**config.mk**
```make
export PLATFORM = sky130hd
export DESIGN_NAME = sirq_top
export DESIGN_NICKNAME = d
export VERILOG_FILES = /design/src/pkg/sirq_pkg.sv /design/src/rtl/sirq_top.sv
export VERILOG_INCLUDE_DIRS = /design/src /design/src/pkg
export SDC_FILE = /design/constraint.sdc
export NUM_CORES = 1
export LEC_CHECK = 0
export BUFFER_PORTS_ARGS = -buffer_cell sky130_fd_sc_hd__buf_4
export CORE_MARGIN = 2
export CORE_UTILIZATION = 45
export DETAILED_ROUTE_END_ITERATION = 6
export PLACE_DENSITY = 0.78
export SYNTH_ARGS = -nofsm -noshare
export SYNTH_HDL_FRONTEND = slang
export SYNTH_SLANG_ARGS = --single-unit
```
**constraint.sdc**
```tcl
create_clock -name pclk -period 3.7 [get_ports pclk]
set_input_delay 0.74 -clock pclk [delete_from_list [all_inputs] [get_ports pclk]]
set_output_delay 0.74 -clock pclk [all_outputs]
set_load 0.03 [all_outputs]
```
**src/pkg/sirq_cfg.svh**
```systemverilog
// Purpose: Offsets, field positions and reset values of the slot irq block
// Assumes: Register indices scale by four to APB byte addresses
// Notes: Definitions only
`ifndef SIRQ_CFG_SVH
`define SIRQ_CFG_SVH

`define SIRQ_ADDR_W 12
`define SIRQ_IDX_FORCE 12'h052
`define SIRQ_IDX_SUMMARY 12'h0FC
`define SIRQ_IDX_VERSION 12'h0FE
`define SIRQ_IDX_CTRL 12'h02F
`define SIRQ_IDX_ERR_STS 12'h030
`define SIRQ_IDX_STS_EN 12'h034
`define SIRQ_IDX_SIG_EN 12'h038
`define SIRQ_BYTE_ADDR(idx) (12'((idx) << 2))

`define SIRQ_NUM_SLOTS 8
`define SIRQ_ERR_VALID 16'hF3FF
`define SIRQ_ERR_RESET 16'h0000
`define SIRQ_EN_RESET 16'h0000
`define SIRQ_CTRL_FULL_RST 0
`define SIRQ_SPEC_V100 8'h00
`define SIRQ_SPEC_V200 8'h01
`define SIRQ_VENDOR_VER 8'h5A

`endif

```
**src/pkg/sirq_pkg.sv**
```systemverilog
// Purpose: Types shared by the slot irq block
// Assumes: Constants live in sirq_cfg.svh
// Notes: Register select codes are binary
package sirq_pkg;

  typedef struct packed {
    logic sel;
    logic en;
    logic wr;
    logic [11:0] addr;
    logic [31:0] wdata;
  } sirq_apb_req_t;

  typedef enum logic [2:0] {
    SIRQ_REG_NONE = 3'b000,
    SIRQ_REG_FORCE = 3'b001,
    SIRQ_REG_SUMMARY = 3'b010,
    SIRQ_REG_VERSION = 3'b011,
    SIRQ_REG_CTRL = 3'b100,
    SIRQ_REG_ERR_STS = 3'b101,
    SIRQ_REG_STS_EN = 3'b110,
    SIRQ_REG_SIG_EN = 3'b111
  } sirq_reg_t;

endpackage

```
**src/rtl/sirq_top.sv**
```systemverilog
// Purpose: Slot summary, revision and error force-event registers on APB
// Assumes: Slot request pins are asynchronous; one clock, pclk
// Notes: Error status, enables and control kept here to close the irq path
`timescale 1ns/1ps
`include "sirq_cfg.svh"

// Overview of operation
// - Summary bit is slot interrupt OR wake
// - Up to eight slots; upper byte reserved
// - Bit n reports slot n+1
// - Reset or full reset drops interrupt output
// - Upper version byte is fixed maker value
// - Lower version byte gives specification revision
// - Force location stores nothing itself
// - Force ones set status; zeros change nothing
// - Forced bit shows only when status enabled
// - Interrupt needs status and signal enable
// - Force word follows the error bit layout
module sirq_top
  import sirq_pkg::*;
#(
  parameter int NUM_SLOTS = `SIRQ_NUM_SLOTS,
  parameter int OWN_SLOT = 0,
  parameter logic [7:0] VENDOR_VER = `SIRQ_VENDOR_VER, // Arbitrary value
  parameter logic [7:0] SPEC_VER = `SIRQ_SPEC_V200
) (
  input wire logic pclk,
  input wire logic presetn,
  input wire logic pce,
  input wire logic psel,
  input wire logic penable,
  input wire logic pwrite,
  input wire logic [11:0] paddr,
  input wire logic [31:0] pwdata,
  input wire logic [3:0] pstrb,
  output logic [31:0] prdata,
  output logic pready,
  output logic pslverr,
  input wire logic [NUM_SLOTS-1:0] slot_irq,
  input wire logic [NUM_SLOTS-1:0] slot_wake,
  input wire logic [15:0] err_event,
  output logic irq,
  output logic full_controller_reset
);

  // Elaboration guards; the summary byte has room for eight slots only
  if (NUM_SLOTS < 1 || NUM_SLOTS > `SIRQ_NUM_SLOTS) begin : g_bad_slots
    $error("NUM_SLOTS must be 1 to 8");
  end
  // Own slot must land inside the summary field
  if (OWN_SLOT < 0 || OWN_SLOT >= NUM_SLOTS) begin : g_bad_own
    $error("OWN_SLOT outside slot range");
  end
  // Only the two defined revision codes may be reported
  if (SPEC_VER != `SIRQ_SPEC_V100 &&
      SPEC_VER != `SIRQ_SPEC_V200) begin : g_bad_spec
    $error("SPEC_VER is a reserved encoding");
  end

  sirq_apb_req_t req;
  assign req = '{sel: psel, en: penable, wr: pwrite,
                 addr: paddr, wdata: pwdata};

  // Decode
  sirq_reg_t reg_sel;
  assign reg_sel =
    (req.addr == `SIRQ_BYTE_ADDR(`SIRQ_IDX_FORCE)) ? SIRQ_REG_FORCE :
    (req.addr == `SIRQ_BYTE_ADDR(`SIRQ_IDX_SUMMARY)) ? SIRQ_REG_SUMMARY :
    (req.addr == `SIRQ_BYTE_ADDR(`SIRQ_IDX_VERSION)) ? SIRQ_REG_VERSION :
    (req.addr == `SIRQ_BYTE_ADDR(`SIRQ_IDX_CTRL)) ? SIRQ_REG_CTRL :
    (req.addr == `SIRQ_BYTE_ADDR(`SIRQ_IDX_ERR_STS)) ? SIRQ_REG_ERR_STS :
    (req.addr == `SIRQ_BYTE_ADDR(`SIRQ_IDX_STS_EN)) ? SIRQ_REG_STS_EN :
    (req.addr == `SIRQ_BYTE_ADDR(`SIRQ_IDX_SIG_EN)) ? SIRQ_REG_SIG_EN :
    SIRQ_REG_NONE;

  wire access = req.sel && req.en && pce;
  wire unmapped = (reg_sel == SIRQ_REG_NONE);
  // Read-only targets refuse writes with an error
  wire ro_hit = (reg_sel == SIRQ_REG_SUMMARY) ||
                (reg_sel == SIRQ_REG_VERSION);
  wire wr_ok = access && req.wr && !unmapped && !ro_hit;
  wire [15:0] wmask = {{8{pstrb[1]}}, {8{pstrb[0]}}};
  wire [15:0] wval = req.wdata[15:0] & wmask;

  wire wr_force = wr_ok && (reg_sel == SIRQ_REG_FORCE);
  wire wr_ctrl = wr_ok && (reg_sel == SIRQ_REG_CTRL);
  wire wr_sts = wr_ok && (reg_sel == SIRQ_REG_ERR_STS);
  wire wr_sts_en = wr_ok && (reg_sel == SIRQ_REG_STS_EN);
  wire wr_sig_en = wr_ok && (reg_sel == SIRQ_REG_SIG_EN);

  // Pin synchronisers; stage one feeds only stage two
  logic [NUM_SLOTS-1:0] irq_s1_r, irq_s2_r;
  logic [NUM_SLOTS-1:0] wake_s1_r, wake_s2_r;
  logic [15:0] evt_s1_r, evt_s2_r;

  always_ff @(posedge pclk or negedge presetn) begin
    if (!presetn) begin
      irq_s1_r <= '0;
      irq_s2_r <= '0;
      wake_s1_r <= '0;
      wake_s2_r <= '0;
      evt_s1_r <= '0;
      evt_s2_r <= '0;
    end else if (pce) begin
      irq_s1_r <= slot_irq;
      irq_s2_r <= irq_s1_r;
      wake_s1_r <= slot_wake;
      wake_s2_r <= wake_s1_r;
      evt_s1_r <= err_event;
      evt_s2_r <= evt_s1_r;
    end
  end

  // Control: full reset is self-clearing, one cycle wide
  logic full_rst_r;
  wire full_rst_nxt = wr_ctrl && wval[`SIRQ_CTRL_FULL_RST];

  // Error status, enables
  logic [15:0] err_sts_r, sts_en_r, sig_en_r;
  logic [15:0] err_sts_nxt, sts_en_nxt, sig_en_nxt;
  logic irq_r;

  // Force path adds to the status set term; it is never stored
  wire [15:0] force_set = wr_force ? wval : 16'h0000;
  // Hardware events and forced ones only land when status enabled
  wire [15:0] set_bits = (evt_s2_r | force_set) & sts_en_r
                         & `SIRQ_ERR_VALID;
  wire [15:0] clr_bits = wr_sts ? wval : 16'h0000;

  // Set beats a same-cycle write-one-to-clear
  assign err_sts_nxt = full_rst_r ? `SIRQ_ERR_RESET :
                       ((err_sts_r & ~clr_bits) | set_bits);
  assign sts_en_nxt = full_rst_r ? `SIRQ_EN_RESET :
                      wr_sts_en ? (wval & `SIRQ_ERR_VALID) : sts_en_r;
  assign sig_en_nxt = full_rst_r ? `SIRQ_EN_RESET :
                      wr_sig_en ? (wval & `SIRQ_ERR_VALID) : sig_en_r;
  wire irq_nxt = |(err_sts_nxt & sig_en_nxt);

  always_ff @(posedge pclk or negedge presetn) begin
    if (!presetn) begin
      err_sts_r <= `SIRQ_ERR_RESET;
      sts_en_r <= `SIRQ_EN_RESET;
      sig_en_r <= `SIRQ_EN_RESET;
      full_rst_r <= 1'b0;
      irq_r <= 1'b0;
    end else if (pce) begin
      err_sts_r <= err_sts_nxt;
      sts_en_r <= sts_en_nxt;
      sig_en_r <= sig_en_nxt;
      full_rst_r <= full_rst_nxt;
      irq_r <= irq_nxt;
    end
  end

  // Slot summary; own slot reports this controller's interrupt
  logic [NUM_SLOTS-1:0] own_vec;
  logic [7:0] summary_r;
  logic [7:0] summary_nxt;
  always_comb begin
    own_vec = '0;
    own_vec[OWN_SLOT] = irq_nxt;
  end
  assign summary_nxt = 8'((irq_s2_r | wake_s2_r | own_vec)
                          & {NUM_SLOTS{!full_rst_r}});

  always_ff @(posedge pclk or negedge presetn) begin
    if (!presetn) begin
      summary_r <= 8'h00;
    end else if (pce) begin
      summary_r <= summary_nxt;
    end
  end

  // Read mux; reserved bits and the force location read zero
  logic [15:0] rd_val;
  always_comb begin
    case (reg_sel)
      SIRQ_REG_SUMMARY: rd_val = {8'h00, summary_r};
      SIRQ_REG_VERSION: rd_val = {VENDOR_VER, SPEC_VER};
      SIRQ_REG_ERR_STS: rd_val = err_sts_r;
      SIRQ_REG_STS_EN: rd_val = sts_en_r;
      SIRQ_REG_SIG_EN: rd_val = sig_en_r;
      SIRQ_REG_FORCE: rd_val = 16'h0000;
      SIRQ_REG_CTRL: rd_val = 16'h0000;
      default: rd_val = 16'h0000;
    endcase
  end

  logic [31:0] prdata_r;
  always_ff @(posedge pclk or negedge presetn) begin
    if (!presetn) begin
      prdata_r <= 32'h0000_0000;
    end else if (pce && req.sel && !req.en && !req.wr) begin
      prdata_r <= {16'h0000, rd_val};
    end
  end

  // Zero wait states while enabled; a stopped clock enable stalls
  assign pready = pce;
  assign pslverr = access && (unmapped || (req.wr && ro_hit));
  assign prdata = prdata_r;
  assign irq = irq_r;
  assign full_controller_reset = full_rst_r;
endmodule

```
== Word level (Yosys, flattened, before mapping) ==
Index checks and enable logic that the tools add are counted.

* Reductions and logical operators: 27
* Eq/ne operators: 14
* Mux-type cells: 15
* Bitwise logic cells: 10

{| class="wikitable"
|+ Operators with widths
! cell !! count
|-
| two-way mux 16 bit || 7
|-
| one-hot mux 16 bit (5 select lines) || 1
|-
| bitwise AND 16 bit || 4
|-
| == test 12 x 8 -> 1 bit, second input constant || 4
|-
| bitwise OR 16 bit || 2
|-
| == test 12 x 10 -> 1 bit, second input constant || 2
|-
| two-way mux 3 bit || 7
|-
| logical AND 1 bit || 16
|-
| inverter 16 bit || 1
|-
| OR reduction 16 bit || 1
|-
| == test 12 x 9 -> 1 bit, second input constant || 1
|-
| == test 3 bit, second input constant || 4
|-
| bitwise AND 8 bit || 1
|-
| bitwise OR 8 x 1 -> 8 bit || 1
|-
| bitwise OR 8 bit || 1
|-
| == test 3 x 2 -> 1 bit, second input constant || 2
|-
| logical NOT 1 bit || 5
|-
| == test 3 x 1 -> 1 bit, second input constant || 1
|-
| logical NOT 3 bit || 1
|-
| logical OR 1 bit || 2
|-
| AND reduction 2 bit || 1
|-
| nonzero test 2 bit || 1
|}

* Output and inout port bits: 36
* Flip-flop bits (word level): 138
* Input bits: 86

== Depth between registers and ports, before layout ==
Gate-level depths: netlist of the first run.

* Depth in word-level cells: 22
* Gate-level depth with buffers: 11

== Least setup slack after synthesis of the first run ==
Ideal clock, no wire load.

* Kind: input -> output
* Start point: in paddr[8]
* End point: out pslverr
* Required time: 2960 ps
* Cell stages on the path: 7
* Data arrival time: 2463 ps
* Slack: 497 ps
* Path through: and4bb_2 > and4_4 > or3_1 > clkbuf_1 > a311o_1 > a2bb2oi_1 > nor2_1

* Word-level cells in the longest chain between the ends: 13
* Elaborated cells on any way between the ends: 21
* Classes of those cells: eq/ne (9); mux (7); reduce/logical (5)

{| class="wikitable"
|+ RTL lines
! item !! RTL line !! source
|-
| from (decl) || sirq_top.sv:33 || <nowiki>input wire logic [11:0] paddr,</nowiki>
|-
| == test 12 x 8 -> 1 bit (no source line) || n/a ||
|-
| two-way mux 3 bit || sirq_top.sv:73 || <nowiki>(req.addr == `SIRQ_BYTE_ADDR(`SIRQ_IDX_SIG_EN)) ? SIRQ_REG_SIG_EN :</nowiki>
|-
| two-way mux 3 bit || sirq_top.sv:72 || <nowiki>(req.addr == `SIRQ_BYTE_ADDR(`SIRQ_IDX_STS_EN)) ? SIRQ_REG_STS_EN :</nowiki>
|-
| two-way mux 3 bit || sirq_top.sv:71 || <nowiki>(req.addr == `SIRQ_BYTE_ADDR(`SIRQ_IDX_ERR_STS)) ? SIRQ_REG_ERR_STS :</nowiki>
|-
| two-way mux 3 bit || sirq_top.sv:70 || <nowiki>(req.addr == `SIRQ_BYTE_ADDR(`SIRQ_IDX_CTRL)) ? SIRQ_REG_CTRL :</nowiki>
|-
| two-way mux 3 bit || sirq_top.sv:69 || <nowiki>(req.addr == `SIRQ_BYTE_ADDR(`SIRQ_IDX_VERSION)) ? SIRQ_REG_VERSION :</nowiki>
|-
| two-way mux 3 bit || sirq_top.sv:68 || <nowiki>(req.addr == `SIRQ_BYTE_ADDR(`SIRQ_IDX_SUMMARY)) ? SIRQ_REG_SUMMARY :</nowiki>
|-
| two-way mux 3 bit * || sirq_top.sv:67 || <nowiki>(req.addr == `SIRQ_BYTE_ADDR(`SIRQ_IDX_FORCE)) ? SIRQ_REG_FORCE :</nowiki>
|-
| == test 3 x 2 -> 1 bit (on tied branches) || sirq_top.sv:79, sirq_top.sv:80 ||
|-
| logical OR 1 bit || sirq_top.sv:79 || <nowiki>wire ro_hit = (reg_sel == SIRQ_REG_SUMMARY) ||</nowiki>
|-
| logical AND 1 bit || sirq_top.sv:200 || <nowiki>assign pslverr = access && (unmapped || (req.wr && ro_hit));</nowiki>
|-
| logical OR 1 bit * || sirq_top.sv:200 ||
|-
| logical AND 1 bit * || sirq_top.sv:200 ||
|-
| to (decl) || sirq_top.sv:38 || <nowiki>output logic pslverr,</nowiki>
|}

Every way passes the cells marked *; elsewhere a longest branch is shown, timed or not.

== Final worst setup path of the first run ==
* Start point: in paddr[1]
* End point: out pslverr

Same word-level chain as after synthesis.

==> reports/qor.yml, run 1 <==
comb_power_share: 0.107
rr_startpoint: "full_controller_reset"
ctsHoldBuffers: 0
routed_wl_mm: 15.9
synth_top_area_frac: 0.523
mostFrequentLayoutCells: "dfrtp_1 (132), buf_4 (95), mux2_2 (75)"
dp_hpwl_mm: 10.7
rsz0062_at_grt: "no"
layout_worst_path_cycle_share: 0.887
antenna_found_initial: 0
finalHoldViolCount: 0
min_period_ps: 3280
power_frac_clock: 0.447
switching_power_uw: 900
slowest_delay_ps: 560
r2r-end: "sts_en_r[13]"
drive_gt1_frac: 0.304
path_max_fanout: 3
yosysTopAreaCell: "dfrtp_1"
cpMostUsedCell: "buf_4"
vias: 5085
synth_cells: 608
worst_pin_slew_ps: 1350
crit_arrival_ps: 2540
power_density_nw_per_um2: 485
finalPower_uw: 3710
syn_to_final_growth_pct: 20.9
synthArstFlopShare: 1.00
final_cells: 875
cts_htree_levels: 4
yosys.cell_types.count: 53
grt_pass1_vias: 5048
core_area_um2: 13800
place_inst: 843
post_dp_cell_area_um2: 7050
route.detailed.wl_per_inst_um: 18.1
start_util: 0.457
power_leakage_uw: 0.00339
status: "finished clean"
via_per_inst: 5.81
ff2ff_path_depth: 4
seq_area_frac_synth: 0.523
grt_pass1_wl_mm: 25.8
cap_violations: 0
clock_skew_ps: 7.24
io_pins: 122
crit_type: "input port to primary output"
power.share.switching: 0.243
peakVddDrop_mv: 0.358
synth_simple_gate_area_frac: 0.129
synth_xor_area_frac: 0
worstSkewPairLatency_ps: 420
syn_area_um2: 6320
setup-tns-final_ps: 0
cts_root_buffer: "clkbuf_16"
synth_top_family_by_area: "compound AO/OA/AOI/OAI gates"
yosys_most_used_dff: "dfrtp_1"
finalSetupViolCount: 0
ant_nets: 0
clock_sinks: 132
die-area_um2: 15000
synth_seq_cells: 132
drc_errors: 0
synth_fa_ha_area_frac: 0
seq_power_share: 0.445
grt_start_max_net_pins: 75
rrSetupSlack_ps: 1280
hold_path_class: "input port to asynchronous set/reset pin"
nNetsFinal: 768
cp-start-kind: "input port"
crit_path_top_delay_cell: "nor4b_1"
fin_area_um2: 7640
grt_usage: 0.224
first_pass_iters: 7
rows: 43
cts_buffer_depth: 2
overflow: 0
path_cells: "buf_4, nor4b_1, nand4_1, o21ai_0, and2_1, a2bb2oi_1, nor2_1, buf_4"
p_int_uw: 2810
cts_tree: "yes"
drt_iter0_drc: 601
synth_mux_area_frac: 0.135
synth_edf_count: 0
die_x_um: 123
cts.repair.resized: 0
crit_required_ps: 2960
slew_violations: 0
diodes: 0
die_y_um: 123
timing.fmax_mhz: 305
clk_pin_slew_ps: 50
fin_ws_ps: 418
io_buffers: 85
end_kind: "primary output"
syn_avg_cell_area_um2: 10.4
layout_commonest_cell: "dfrtp_1"
cts_buffers: 17
place_congestion: 0.860
synthTopCellsByArea: "dfrtp_1 (52%), mux2_2 (13%), o21ai_0 (4.4%), nand2_1 (4.1%), o22ai_1 (3.1%)"
postCtsSetupRepairBufs: 0
synth_compound_area_frac: 0.148
relSlewSlack: 0.0908
ys_warn_count: 0
dp_slack_ps: 397
-- worst max-delay path by stage --
stage | from | end | slack, ps
2_1_floorplan | paddr[8] | pslverr | 500
6_report | paddr[1] | pslverr | 420
4_1_cts | paddr[1] | pslverr | 460
3_5_place_dp | paddr[1] | summary_r[0] | 400
3_3_place_gp | paddr[1] | summary_r[0] | 470
5_1_grt | paddr[1] | pslverr | 240
-- critical path: cells and delay by family --
family	cells	cell delay, ps
buffers and inverters	2	290
AO/OA/AOI/OAI	2	520
AND/OR/NAND/NOR	4	980
-- routing by layer --
layer,vias up,track usage,routed length (um)
met5,-,0,0
met4,0,0.102,366
met3,31,0.0562,1550
met2,278,0.330,7130
met1,2459,0.313,6810
li1,2317,-,-
-- power by group through the flow --
stage	Clock, uW	Sequential [uW]	Combinational (uW)
global route	1750	1670	443
floorplan	0	1640	270
finish	1660	1650	398
detailed placement	0	1680	398
global placement	0	1670	384
CTS	1680	1650	400
-- sequential cells by signal, indices dropped and copies added, names as in the netlist --
name and count:
prdata 16, full_controller_reset 1, summary_r 8, wake_s1_r 8
wake_s2_r 8, sig_en_r 16, irq_s2_r 8, err_sts_r 16
irq 1, evt_s2_r 14, evt_s1_r 14, sts_en_r 14
irq_s1_r 8
-- synthesized netlist by cell type, drive strengths merged (5+ instances only) --
cell	n
a21boi	6
a22oi	6
o22ai	31
nor3	5
a221oi	5
and3	11
dfrtp	132
nand4	16
mux2	76
and2	8
nand2	69
nand3	10
nor2	30
buf	20
inv	32
clkbuf	36
a31oi	6
a21oi	11
a222oi	8
o21ai	56
-- area by class of cell --
cell class	instances	area, um2
fill	1212	6180
tap	180	225
clock buffer	20	467
sequential	132	3300
multi-input combinational	403	2670
timing repair buffer	96	733
clock inverter	12	130
inverter	32	120
-- logic make-up (layout without fill, tap and decap cells) --
kind of cell           count (synthesis)  after routing
AOI/OAI and AO/OA                    147            147
buffers and inverters                 88            160
DFF                                  132            132
muxes                                 76             76
other                                  1             16
and+or+nand+nor                      164            164
-- per-stage QoR --
step	hold slack (ps)	utilization
floorplan	444	-
global placement	471	0.510
detailed placement	477	0.510
CTS	488	0.553
global route	509	0.553
finish	460	0.553
No activity file was read; power rests on OpenSTA's default activity.
==> run 2, diff against run 1 <==
--- a/config.mk
+++ b/config.mk
@@ -10,7 +10,7 @@
 export CORE_MARGIN = 2
 export CORE_UTILIZATION = 45
 export DETAILED_ROUTE_END_ITERATION = 6
-export PLACE_DENSITY = 0.78
+export PLACE_DENSITY = 0.81
 export SYNTH_ARGS = -nofsm -noshare
 export SYNTH_HDL_FRONTEND = slang
 export SYNTH_SLANG_ARGS = --single-unit
==> constraint.sdc (replaced) <==
create_clock -name pclk -period 2.7 [get_ports pclk]
set_input_delay 0.54 -clock pclk [delete_from_list [all_inputs] [get_ports pclk]]
set_output_delay 0.54 -clock pclk [all_outputs]
set_load 0.03 [all_outputs]
==> run 2 against run 1 <==
  * Sequential cell count is the same
  * First-iteration DRC count shrank 3.2%
  * Combinational power grew 56%
  * Routed wire length grew 5.8%
  * Cell count grew 5.0%
  * Worst setup slack lost 410 ps
  * Non-clock buffer count grew 45
  * Critical endpoint unchanged
  * Largest cell class unchanged
==> reports/qor.yml, run 2 (same netlist as run 1, synthesis figures left out) <==
clock_sinks: 132  # unchanged
worst_pin_slew_ps: 768  # -586 ps
rsz0062_at_grt: "yes"
clk_pin_slew_ps: 50  # about the same
cts_buffer_depth: 2  # unchanged
drc_errors: 0  # unchanged
hold_path_class: "input port to asynchronous set/reset pin"
finalSetupViolCount: 0  # unchanged
power_density_nw_per_um2: 655  # +35%
die-area_um2: 15000  # unchanged
grt_pass1_wl_mm: 26.5  # +2.8%
peakVddDrop_mv: 0.448  # +25%
power_leakage_uw: 0.00367  # +8.2%
cp-start-kind: "input port"
fin_ws_ps: 7.76  # -411 ps
syn_to_final_growth_pct: 28.5
dp_hpwl_mm: 11.5  # +7.7%
dp_slack_ps: -245  # -642 ps
fin_util: 0.587  # +0.0344
io_pins: 122  # unchanged
vias: 5268  # +3.6%
die_y_um: 123  # unchanged
routed_wl_mm: 16.8  # +5.8%
io_buffers: 85  # unchanged
worst_hold_slack_ps: 106  # -354 ps
drt_iter0_drc: 582  # -3.2%
crit_required_ps: 2160  # -800 ps
via_per_inst: 5.73  # -1.4%
worstSkewPairLatency_ps: 420  # about the same
grt_pass1_vias: 5122  # +1.5%
crit_arrival_ps: 2150  # -390 ps
final_cells: 919  # +5.0%
relSlewSlack: 0.488  # +0.397
place_congestion: 0.972  # +13%
min_period_ps: 2690
grt_start_max_net_pins: 66  # -12%
layout_commonest_cell: "buf_4"
layout_worst_path_cycle_share: 0.997
rows: 43  # unchanged
mostFrequentLayoutCells: "buf_4 (136), dfrtp_1 (132), mux2_2 (75)"
die_x_um: 123  # unchanged
place_inst: 881  # +4.5%
diodes: 0  # unchanged
fill_cells: 1139  # -6.0%
first_pass_iters: 5  # -2
antenna_found_initial: 0  # unchanged
finalHoldViolCount: 0  # unchanged
end_kind: "primary output"
crit_type: "input port to primary output"
cts_root_buffer: "clkbuf_16"
ant_nets: 0  # unchanged
timing.fmax_mhz: 371
clock_skew_ps: 6.73  # -0.509 ps
overflow: 0  # unchanged
start_util: 0.457  # unchanged
route.detailed.wl_per_inst_um: 18.3  # +0.76%
core_area_um2: 13800  # unchanged
cts_buffers: 17  # unchanged
cts_htree_levels: 4  # unchanged
slew_violations: 0  # unchanged
status: "finished clean"
cap_violations: 0  # unchanged
path_max_fanout: 4  # +1
cts_tree: "yes"
drive_gt1_frac: 0.360  # +0.0563
grt_usage: 0.234  # +0.0101
nNetsFinal: 813  # +5.9%
==> run 2: cell count changes in the layout (fill, tap and decap cells not counted), moves of 2 or more <==
cell        previous run  this run
nor2_1                30        28
nor4b_4                0         2
clkbuf_1               0         2
bufinv_16              2         4
buf_6                  0         3
nor3_1                 5         2
buf_4                 95       136
nor3_2                 0         2
nor2_2                 0         2
clkinvlp_4             5         1
==> run 2: worst max-delay path: stages <==
cell and delay [ps]:
buf_6 90, and4bb_2 270, and4_4 190, or3_4 380
a311o_1 310, a2bb2oi_2 150, nor2_2 90, buf_6 130
==> run 2: final timing paths <==
path / depth (start not counted) / start / end / slack, ps
min in group pclk: 2 / err_event[4] / evt_s1_r[4] / 350
worst min register to register: 2 / prdata[9] / prdata[9] / 490
worst max register to register: 6 / sts_en_r[12] / summary_r[0] / 910
worst min-delay path: 1 / presetn / evt_s1_r[13] / 110
worst max-delay path: 8 / paddr[6] / pslverr / 8
max in group asynchronous: 2 / presetn / summary_r[0] / 1770
==> run 2: report_power, final <==
part / total [uW] / internal, uW / switching (uW) / leakage (uW)
clock: 2430 / 1610 / 824 / 0.000306
combinational: 621 / 313 / 308 / 0.00177
sequential: 2270 / 2150 / 113 / 0.00159
==> run 2: timing repair <==
action,4_1_cts,5_1_grt
resized for setup,10,10
pin swaps,5,6
hold buffers,0,0
buffers inserted,6,2
endpoints found under the setup margin,1,2
==> run 2: cell type report <==
| class | instances | area [um2] | area share |
|---|---|---|---|
| Sequential cell | 132 | 3300 | 0.407 |
| Multi-Input combinational cell | 403 | 2750 | 0.339 |
| Timing Repair Buffer | 141 | 1090 | 0.135 |
| Clock buffer | 22 | 474 | 0.0584 |
| Tap cell | 180 | 225 | 0.0277 |
| Clock inverter | 9 | 151 | 0.0186 |
| Inverter | 32 | 120 | 0.0148 |
==> run 2: metal layers <==
metal  up-vias  GRT usage  part of all wire
li1       2403          -                 -
met1      2554      0.315              0.43
met2       270      0.363              0.46
met3        41     0.0525             0.081
met4         0      0.106             0.026
met5         -          0                 0
==> run 2: metrics by stage <==
stage / power (uW) / area, um2 / setup TNS [ps]
final: 5320 / 8120 / 0
after global routing: 5520 / 8120 / -33.4
after CTS: 5330 / 8060 / -61.5
after detailed placement: 2890 / 7350 / -690
after global placement: 2860 / 7350 / -399
after floorplan: 2620 / 6380 / 0
